<file path="src/dac_port_pkg.sv">
// Purpose: shared constants and types for the nibble dac write controller
// Assumes: 50 MHz core clock
// Notes: dac timing figures in ns, cycle counts derived and rounded up
package dac_port_pkg;
  localparam int unsigned CLK_PERIOD_NS = 20;
  // register map of the controller, one aligned word each
  localparam logic [3:0] CTRL_OFFSET = 4'h0;
  localparam logic [3:0] CODE_OFFSET = 4'h4;
  localparam logic [3:0] STATUS_OFFSET = 4'h8;
  localparam logic [3:0] LAST_OFFSET = 4'hc;
  // ctrl field positions
  localparam int unsigned CTRL_GO_BIT = 0;
  localparam int unsigned CTRL_CLEAR_BIT = 1;
  localparam int unsigned CTRL_AUTO_BIT = 2;
  localparam logic [11:0] CODE_RESET = 12'h000;
  // axi answers
  localparam logic [1:0] RESP_OKAY = 2'h0;
  localparam logic [1:0] RESP_SLVERR = 2'h2;
  // device operation addresses
  localparam logic [1:0] OP_LOW = 2'h0;
  localparam logic [1:0] OP_MID = 2'h1;
  localparam logic [1:0] OP_HIGH = 2'h2;
  localparam logic [1:0] OP_XFER = 2'h3;
  // device timing, worst case over temperature
  localparam int unsigned T_ADDR_SETUP_NS = 400;
  localparam int unsigned T_SEL_SETUP_NS = 350;
  localparam int unsigned T_STROBE_NS = 220;
  localparam int unsigned T_HOLD_NS = 100;
  localparam int unsigned T_CLEAR_NS = 300;
  function automatic logic [7:0] ns_to_cycles(input int unsigned ns);
    int unsigned c;
    c = (ns + CLK_PERIOD_NS - 1) / CLK_PERIOD_NS;
    if (c < 1)
    begin
      c = 1;
    end
    return c[7:0];
  endfunction : ns_to_cycles
  localparam logic [7:0] SETUP_CYC = ns_to_cycles(T_ADDR_SETUP_NS);
  localparam logic [7:0] STROBE_CYC = ns_to_cycles(T_STROBE_NS);
  localparam logic [7:0] HOLD_CYC = ns_to_cycles(T_HOLD_NS);
  localparam logic [7:0] CLEAR_CYC = ns_to_cycles(T_CLEAR_NS);
  typedef struct packed {
    logic [1:0] op_addr;
    logic [3:0] nibble;
    logic sel_n;
    logic wr_n;
  } dev_pins_type;
  typedef struct packed {
    logic go;
    logic clear;
    logic auto_go;
  } ctrl_type;
endpackage : dac_port_pkg

</file>
<file path="src/cycle_timer.sv">
// Purpose: down counter that marks the end of a timed phase
// Assumes: load and count never in the same cycle as a second load
// Notes: done is high in the cycle the count reaches zero
`timescale 1ns/1ps
module cycle_timer
  import dac_port_pkg::*;
(
  input wire logic core_clk, // clock
  input wire logic rst_n, // async reset
  input wire logic load, // start a phase
  input wire logic [7:0] cycles, // phase length
  output logic done // phase over
);
  logic [7:0] count_reg;
  always_ff @(posedge core_clk or negedge rst_n)
  begin
    if (!rst_n)
    begin
      count_reg <= 8'h00;
    end
    else if (load)
    begin
      count_reg <= cycles - 8'h01;
    end
    else if (count_reg != 8'h00)
    begin
      count_reg <= count_reg - 8'h01;
    end
  end
  assign done = (count_reg == 8'h00) && !load;
endmodule : cycle_timer

</file>
<file path="src/dac_write_host.sv">
// Purpose: host controller that loads a nibble-loaded 12-bit dac over its pins
// Assumes: axi4-lite slave for software, one clock, device pins static-ram style
// Notes: write code then go; busy shows in status
// Operation
// device owns four locations via operation address
// device decodes two address bits internally
// 00 low, 01 mid, 10 high nibble
// nibble latches on rising select or strobe
// latch with strobe, select as enable
// op 11 copies nibbles into converter
// low clear zeroes converter register asynchronously
// both strobes high means no operation
// every load is a static write cycle
// each operation is write to its location
// select from high address, op from low
// three nibble loads before transfer
// registers hold until rewritten or cleared
//
// Design decisions made here: the AXI4-Lite register port and the placing of the registers.
`timescale 1ns/1ps
module dac_write_host
  import dac_port_pkg::*;
(
  input wire logic core_clk, // 50 MHz clock
  input wire logic rst_n, // async reset, active low
  input wire logic [3:0] s_awaddr, // write address
  input wire logic s_awvalid, // write address valid
  output logic s_awready, // write address ready
  input wire logic [31:0] s_wdata, // write data
  input wire logic [3:0] s_wstrb, // write byte strobes
  input wire logic s_wvalid, // write data valid
  output logic s_wready, // write data ready
  output logic [1:0] s_bresp, // write response
  output logic s_bvalid, // write response valid
  input wire logic s_bready, // write response ready
  input wire logic [3:0] s_araddr, // read address
  input wire logic s_arvalid, // read address valid
  output logic s_arready, // read address ready
  output logic [31:0] s_rdata, // read data
  output logic [1:0] s_rresp, // read response
  output logic s_rvalid, // read data valid
  input wire logic s_rready, // read data ready
  output logic [1:0] op_addr, // operation address to device
  output logic [3:0] nibble_out, // data nibble to device
  output logic dev_sel_n, // device select, active low
  output logic dev_wr_n, // write strobe, active low
  output logic zeroize_n // converter clear, active low
);
  typedef enum logic [6:0] {
    ST_IDLE = 7'b0000001,
    ST_SETUP = 7'b0000010,
    ST_STROBE = 7'b0000100,
    ST_HOLD = 7'b0001000,
    ST_NEXT = 7'b0010000,
    ST_CLEAR = 7'b0100000,
    ST_DONE = 7'b1000000
  } state_type;

  state_type state_reg;
  dev_pins_type pins_reg;
  ctrl_type ctrl_reg;
  logic [11:0] code_reg;
  logic [11:0] last_reg;
  logic [1:0] op_reg;
  logic zeroize_reg;
  logic busy_reg;
  logic done_flag_reg;
  logic have_aw_reg;
  logic have_w_reg;
  logic [3:0] aw_addr_reg;
  logic [31:0] w_data_reg;
  logic [3:0] w_strb_reg;
  logic timer_load;
  logic [7:0] timer_cycles;
  logic timer_done;
  logic wr_fire;
  logic go_pulse;
  logic clear_pulse;
  logic done_clear;

  function automatic logic [3:0] nibble_of(input logic [11:0] code, input logic [1:0] op);
    logic [3:0] n;
    n = 4'h0;
    case (op)
      OP_LOW: n = code[3:0];
      OP_MID: n = code[7:4];
      OP_HIGH: n = code[11:8];
      default: n = 4'h0;
    endcase
    return n;
  endfunction : nibble_of

  cycle_timer u_timer (
    .core_clk(core_clk),
    .rst_n(rst_n),
    .load(timer_load),
    .cycles(timer_cycles),
    .done(timer_done)
  );

  // write channel capture: address and data taken in either order
  assign wr_fire = have_aw_reg && have_w_reg && !s_bvalid;

  always_ff @(posedge core_clk or negedge rst_n)
  begin
    if (!rst_n)
    begin
      have_aw_reg <= 1'b0;
      have_w_reg <= 1'b0;
      aw_addr_reg <= 4'h0;
      w_data_reg <= 32'h0000_0000;
      w_strb_reg <= 4'h0;
      s_awready <= 1'b0;
      s_wready <= 1'b0;
      s_bvalid <= 1'b0;
      s_bresp <= RESP_OKAY;
    end
    else
    begin
      s_awready <= !have_aw_reg && !s_awready && s_awvalid;
      s_wready <= !have_w_reg && !s_wready && s_wvalid;
      if (s_awvalid && s_awready)
      begin
        have_aw_reg <= 1'b1;
        aw_addr_reg <= s_awaddr;
      end
      if (s_wvalid && s_wready)
      begin
        have_w_reg <= 1'b1;
        w_data_reg <= s_wdata;
        w_strb_reg <= s_wstrb;
      end
      if (wr_fire)
      begin
        have_aw_reg <= 1'b0;
        have_w_reg <= 1'b0;
        s_bvalid <= 1'b1;
        s_bresp <= (aw_addr_reg == CTRL_OFFSET || aw_addr_reg == CODE_OFFSET ||
                    aw_addr_reg == STATUS_OFFSET) ? RESP_OKAY : RESP_SLVERR;
      end
      else if (s_bvalid && s_bready)
      begin
        s_bvalid <= 1'b0;
      end
    end
  end

  // go or clear while busy is dropped; software polls busy first
  assign go_pulse = wr_fire && aw_addr_reg == CTRL_OFFSET && w_strb_reg[0] &&
                    w_data_reg[CTRL_GO_BIT];
  assign clear_pulse = wr_fire && aw_addr_reg == CTRL_OFFSET && w_strb_reg[0] &&
                       w_data_reg[CTRL_CLEAR_BIT];
  assign done_clear = wr_fire && aw_addr_reg == STATUS_OFFSET && w_strb_reg[0] &&
                      w_data_reg[0];

  always_ff @(posedge core_clk or negedge rst_n)
  begin
    if (!rst_n)
    begin
      code_reg <= CODE_RESET;
      ctrl_reg <= '0;
    end
    else if (wr_fire)
    begin
      if (aw_addr_reg == CODE_OFFSET)
      begin
        if (w_strb_reg[0])
        begin
          code_reg[7:0] <= w_data_reg[7:0];
        end
        if (w_strb_reg[1])
        begin
          code_reg[11:8] <= w_data_reg[11:8];
        end
      end
      if (aw_addr_reg == CTRL_OFFSET && w_strb_reg[0])
      begin
        ctrl_reg.auto_go <= w_data_reg[CTRL_AUTO_BIT];
      end
    end
  end

  // sequencer: each nibble and the transfer is one static write cycle
  always_ff @(posedge core_clk or negedge rst_n)
  begin
    if (!rst_n)
    begin
      state_reg <= ST_IDLE;
      op_reg <= OP_LOW;
      busy_reg <= 1'b0;
      last_reg <= CODE_RESET;
      timer_load <= 1'b0;
      timer_cycles <= 8'h01;
    end
    else
    begin
      timer_load <= 1'b0;
      case (state_reg)
        ST_IDLE:
        begin
          if (clear_pulse)
          begin
            busy_reg <= 1'b1;
            timer_load <= 1'b1;
            timer_cycles <= CLEAR_CYC;
            state_reg <= ST_CLEAR;
          end
          else if (go_pulse || (ctrl_reg.auto_go && wr_fire && aw_addr_reg == CODE_OFFSET))
          begin
            busy_reg <= 1'b1;
            op_reg <= OP_LOW; // three nibbles first, then transfer
            timer_load <= 1'b1;
            timer_cycles <= SETUP_CYC;
            state_reg <= ST_SETUP;
          end
        end
        ST_SETUP:
        begin
          if (timer_done && !timer_load)
          begin
            timer_load <= 1'b1;
            timer_cycles <= STROBE_CYC;
            state_reg <= ST_STROBE;
          end
        end
        ST_STROBE:
        begin
          if (timer_done && !timer_load)
          begin
            timer_load <= 1'b1;
            timer_cycles <= HOLD_CYC;
            state_reg <= ST_HOLD;
          end
        end
        ST_HOLD:
        begin
          if (timer_done && !timer_load)
          begin
            state_reg <= ST_NEXT;
          end
        end
        ST_NEXT:
        begin
          if (op_reg == OP_XFER)
          begin
            last_reg <= code_reg;
            state_reg <= ST_DONE;
          end
          else
          begin
            op_reg <= op_reg + 2'h1; // low, mid, high, transfer
            timer_load <= 1'b1;
            timer_cycles <= SETUP_CYC;
            state_reg <= ST_SETUP;
          end
        end
        ST_CLEAR:
        begin
          if (timer_done && !timer_load)
          begin
            last_reg <= CODE_RESET; // nibble copies untouched by clear
            state_reg <= ST_DONE;
          end
        end
        ST_DONE:
        begin
          busy_reg <= 1'b0;
          state_reg <= ST_IDLE;
        end
        default:
        begin
          state_reg <= ST_IDLE;
        end
      endcase
    end
  end

  // done flag: set wins over a software clear
  always_ff @(posedge core_clk or negedge rst_n)
  begin
    if (!rst_n)
    begin
      done_flag_reg <= 1'b0;
    end
    else if (state_reg == ST_DONE)
    begin
      done_flag_reg <= 1'b1;
    end
    else if (done_clear)
    begin
      done_flag_reg <= 1'b0;
    end
  end

  // pin drive: select is the enable held across the cycle, strobe rising edge latches
  always_ff @(posedge core_clk or negedge rst_n)
  begin
    if (!rst_n)
    begin
      pins_reg <= '{op_addr: OP_LOW, nibble: 4'h0, sel_n: 1'b1, wr_n: 1'b1};
      zeroize_reg <= 1'b1;
    end
    else
    begin
      zeroize_reg <= (state_reg != ST_CLEAR); // pulse is CLEAR_CYC + 1 cycles long
      pins_reg.op_addr <= op_reg; // device decodes these two bits
      pins_reg.nibble <= nibble_of(code_reg, op_reg);
      // idle with both high: device does nothing
      pins_reg.sel_n <= !(state_reg == ST_SETUP || state_reg == ST_STROBE ||
                          state_reg == ST_HOLD);
      pins_reg.wr_n <= (state_reg != ST_STROBE);
    end
  end

  assign op_addr = pins_reg.op_addr;
  assign nibble_out = pins_reg.nibble;
  assign dev_sel_n = pins_reg.sel_n;
  assign dev_wr_n = pins_reg.wr_n;
  assign zeroize_n = zeroize_reg;

  // read channel
  always_ff @(posedge core_clk or negedge rst_n)
  begin
    if (!rst_n)
    begin
      s_arready <= 1'b0;
      s_rvalid <= 1'b0;
      s_rdata <= 32'h0000_0000;
      s_rresp <= RESP_OKAY;
    end
    else
    begin
      s_arready <= !s_rvalid && !s_arready && s_arvalid;
      if (s_arvalid && s_arready)
      begin
        s_rvalid <= 1'b1;
        s_rresp <= RESP_OKAY;
        case (s_araddr)
          CTRL_OFFSET: s_rdata <= {29'h0, ctrl_reg.auto_go, 2'h0};
          CODE_OFFSET: s_rdata <= {20'h0, code_reg};
          STATUS_OFFSET: s_rdata <= {30'h0, busy_reg, done_flag_reg};
          LAST_OFFSET: s_rdata <= {20'h0, last_reg};
          default:
          begin
            s_rdata <= 32'h0000_0000;
            s_rresp <= RESP_SLVERR;
          end
        endcase
      end
      else if (s_rvalid && s_rready)
      begin
        s_rvalid <= 1'b0;
      end
    end
  end
endmodule : dac_write_host
</file>
<file path="config.mk">
export PLATFORM = sky130hd
export DESIGN_NAME = dac_write_host
export DESIGN_NICKNAME = d
export VERILOG_FILES = /design/src/dac_port_pkg.sv /design/src/cycle_timer.sv /design/src/dac_write_host.sv
export SDC_FILE = /design/constraint.sdc
export NUM_CORES = 1
export LEC_CHECK = 0
export ABC_AREA = 1
export BUFFER_PORTS_ARGS = -buffer_cell sky130_fd_sc_hd__buf_2
export CAP_MARGIN = 40
export CORE_MARGIN = 2
export CORE_UTILIZATION = 40
export DETAILED_ROUTE_END_ITERATION = 8
export PLACE_DENSITY_LB_ADDON = 0.12
export SLEW_MARGIN = 5
export SYNTH_ARGS = -nofsm -noshare
export SYNTH_HDL_FRONTEND = slang
export SYNTH_SLANG_ARGS = --single-unit
</file>
<file path="constraint.sdc">
create_clock -name core_clk -period 3 [get_ports core_clk]
set_input_delay 0.3 -clock core_clk [delete_from_list [all_inputs] [get_ports core_clk]]
set_output_delay 0.3 -clock core_clk [all_outputs]
set_load 0.02 [all_outputs]
</file>
==> results by stage <==
Die:
- The area of the core region is roughly 0.011 sq mm.
- The number of standard-cell rows in the floorplan is 39.
- The die height is 112 microns.
- The x dimension of the die is 112 microns.
- Pin placement for this block handled 101 I/O pins.
- The starting density of the core is 41.0%.
- The die covers 0.0125 sq mm.

Clock network:
- The total clock buffers created by CTS is 9.
- The CTS sink count is 97.
- For the worst-skew pair, the clock arrives at the later sink with an insertion delay of between 300 and 400 ps.
- The root buffer cell is clkbuf_16.
- The clock tree from TritonCTS is yes.
- In this run the deepest clock path goes through 2 buffers.
- The clock slew at the register clock pins of the worst setup and hold paths is ~70 ps.
- The number of setup buffers added after CTS is 0.
- Buffers inserted to repair hold after CTS numbered 0.
- The number of H-tree levels is 3.
- The number of resized instances in the post-cts repair step is 0.

Logic synthesis:
- The main combinational cell family by area after synthesis is simple AND/OR/NAND/NOR gates.
- The post-synthesis sequential element count is 97.
- The total standard cell area after synthesis is 0.00466 sq mm.
- The post-synthesis share of cell area spent on and, or, nand and nor gates is 24.8%.
- Of the synthesized area, sequential elements account for 52.3%.
- The post-synthesis compound-gate area fraction is a little under a tenth.
- The number of instances in the synthesized netlist is roughly 550.
- Summing the areas of all fa, ha and maj instances in the mapped netlist gives 1.61% of the synthesized area.
- The Yosys warning count is 0.
- The number of library cell types mapped by synthesis is 37.
- A synthesized cell averages 8.53 sq um.
- The xor/xnor cell area share of the yosys netlist is 0.376%.
- The synthesized design devotes to its leading area cell type 49.4% of total area.
- After synthesis, the cell types taking the most area are dfrtp_1 49%, nand2_1 12%, inv_1 6.0%, o21ai_0 4.6%, buf_4 3.5%.
- Of the post-synthesis cell area, the part taken by muxes is 0.242%.
- The post-synthesis cell type with the largest combined area is dfrtp_1.

Pwr:
- Summed over all nets, the switching power comes to 1.42 mW.
- In this run the power density over the cells is approximately 760 mW/mm^2.
- Combinational logic burns 25.7% of the power.
- The clock share of power is 26.2%.
- The maximum resistive drop on vdd is about 0.34 mV.
- Sequential cells account for 48.0% of the total power.
- In this run the static leakage power is 2.74 nW.
- The internal power summed over all cells is ~2.6 mW.
- The fraction of power spent switching nets is 35.6%.
- The design draws 3.99 mW.

Timing:
- The number of max-slew violations in the final report was 0.
- The worst path in the final design needs a cycle of 1680 ps, including I/O delays and setup.
- After routing, the total negative slack on setup checks comes to 0 ps.
- Setup repair after global routing left no endpoint under its margin.
- The final hold violation count is 0.
- The setup slack of the critical path after layout is ~1300 ps.
- Setup violations remaining at the end of the flow were counted as 0.
- The worst-case hold slack is 5.68 ps.
- Dividing the final minimum period by the clock period gives 55.9%.
- The achievable frequency is around 600 MHz.
- The final setup skew is 5.56 ps.
- The actual slew at the worst max-slew pin is 733 ps.
- The worst pin sits at a relative slew slack of 51.2%.

Layout:
- The final standard cell utilization of the core is 46.1%.
- In the final layout, the share of cells above drive strength 1 is 19.6%.
- The number of cells in the finished layout apart from fillers is 751.
- The cell area after layout is roughly 0.0052 sq mm.
- The area of combinational cells with multiple inputs is 0.00177 sq mm.
- The signed area change from the synthesized netlist to the final layout is 12.5%.
- The final antenna diode count is 0.
- Registers take 0.00243 sq mm.
- The count of nets after finishing is 661.
- The fill cell total of the finished layout is approximately 1200.

Global routing:
- The pin count of the biggest net entering global routing is 59.
- The total global-route track usage is 16.0%.
- The first global-routing pass estimated between 15 and 20 mm of wire.
- Global routing finished with a remaining overflow of 0.
- The number of global-route vias before repair is 3322.
- The initial antenna violation count is 0.

Min path:
- The class of the most critical hold timing path is input port to asynchronous set/reset pin.

Flow run:
- Max-cap violations in this run came to 0.

Routing:
- The via count is 3479.
- After detailed routing, the total wire length is between 9 and 10 mm.
- After detailed routing, the number of vias per cell comes to 4.63.
- The first detailed-routing pass took 4 iterations.
- The DRC marker count from the first detailed-route iteration is 158.
- Once detail routing completed, the nets flagged for antenna violations numbered 0.
- Dividing the detail-routed wire length by the instance count gives roughly 12 microns.
- The number of remaining DRC errors is 0.

Place:
- The number of buffer cells added on primary ports is 56.
- The placed instance count is ~740.
- The congestion estimate from routability-driven global placement came to 0.833.
- Once detailed placement completed, the half-perimeter wirelength came to 6.77 mm.
- The placed instances occupy a cell area of around 0.005 sq mm.
- Prior to clock tree synthesis, the placed netlist has a worst setup slack of 1310 ps.

Setup path:
- The startpoint identified for the worst register-to-register timing path is state_reg[1].
- The startpoint class of the critical path is a flop.
- The arrival time of data at the critical path endpoint is 1940 ps.
- The launching element of the worst setup path is state_reg[1].
- The required arrival time at the worst endpoint is roughly 3300 ps.
- The kind of capture point of the worst setup path is a flop.
- The critical path is of the flop to flop type.
- Of all nets on the critical path, the largest fanout is 25.

Status:
- The run finished with clean final reports.
==> cell usage after synthesis <==
library cell  count
buf_2             3
o21ai_2           7
o22ai_1           3
a21oi_2           3
nor2_1           35
inv_1            74
ha_1              6
nand2_1         146
nor2_2            5
dfrtp_1          92
nand3_1          30
nor2_4            5
o221ai_1          2
clkbuf_1          5
a31oi_1           1
nor3_1            4
o31ai_1           1
o21ai_1           6
buf_12            1
inv_4             1
buf_6             2
and3_1            1
nor3b_1           2
nand4_1           8
buf_4            22
mux2_2            1
or2_2             1
nor4_1            1
o21ai_0          43
xor2_1            2
dfstp_2           5
inv_2             3
nand3_2           9
a21oi_1           8
nand2_2           6
nand3b_1          1
conb_1            1
==> power by group through the flow <==
stage               clock [mW]  sequential [mW]  combinational, mW
global route              1.14             1.97               1.20
CTS                       1.08             1.92               1.04
global placement             0             1.93               1.03
finish                    1.05             1.92               1.03
floorplan                    0             1.94              0.732
detailed placement           0             1.94               1.04
==> area by class of cell <==
type	instances	area share, %
well taps	143	3.41
clock inverters	5	0.645
inverters	78	5.63
clock buffers	10	4.37
repair buffers	59	5.82
multi-input cells	359	33.7
flip-flops and latches	97	46.4
==> critical path, cell delays in order (launching register included) <==
cell	delay, ps
dfrtp_1	410
nor2_2	150
nand2_2	110
nor2_4	120
inv_2	160
nand2_1	130
nand2_2	70
inv_4	230
nand3_1	100
o21ai_0	90
==> cell usage in the layout (no fill, tap or decap) <==
cell type and count:
a21oi_1 8, a21oi_2 3, a31oi_1 1, and3_1 1
buf_2 55, buf_4 4, clkbuf_1 1, clkbuf_16 9
clkinv_2 2, clkinv_4 1, clkinvlp_4 2, conb_1 22
dfrtp_1 92, dfstp_2 5, ha_1 6, inv_1 74
inv_2 3, inv_4 1, mux2_2 1, nand2_1 146
nand2_2 6, nand3_1 30, nand3_2 9, nand3b_1 1
nand4_1 8, nor2_1 35, nor2_2 5, nor2_4 5
nor3_1 4, nor3b_1 2, nor4_1 1, o21ai_0 43
o21ai_1 6, o21ai_2 7, o221ai_1 2, o22ai_1 3
o31ai_1 1, or2_2 1, xor2_1 2
==> worst paths after layout <==
check                                to  slack [ps]  cells after the start
setup / recovery           last_reg[11]        1320                      9
min in group core_clk          s_bvalid         120                      2
hold reg to reg               s_arready         450                      1
setup reg to reg           last_reg[11]        1320                      9
max in group asynchronous     zeroize_n        2150                      2
hold / removal                s_awready           6                      1
==> per-layer routing <==
layer  global-route usage, %  vias up  routed length (microns)
li1                        -     1794                        -
met2                    22.6       90                     3860
met4                    7.90        0                      212
met5                       0        -                        0
met3                    3.32       15                      533
met1                    23.4     1580                     4700
==> kinds of logic (layout without fill, tap and decap cells) <==
logic type,Yosys count,after routing
fa+ha+maj,6,6
simple gates,254,254
other cells,1,22
buf+inv,111,152
flops,97,97
mux,1,1
compound gates,74,74
xor+xnor,2,2
No activity file was read; power rests on OpenSTA's default activity.
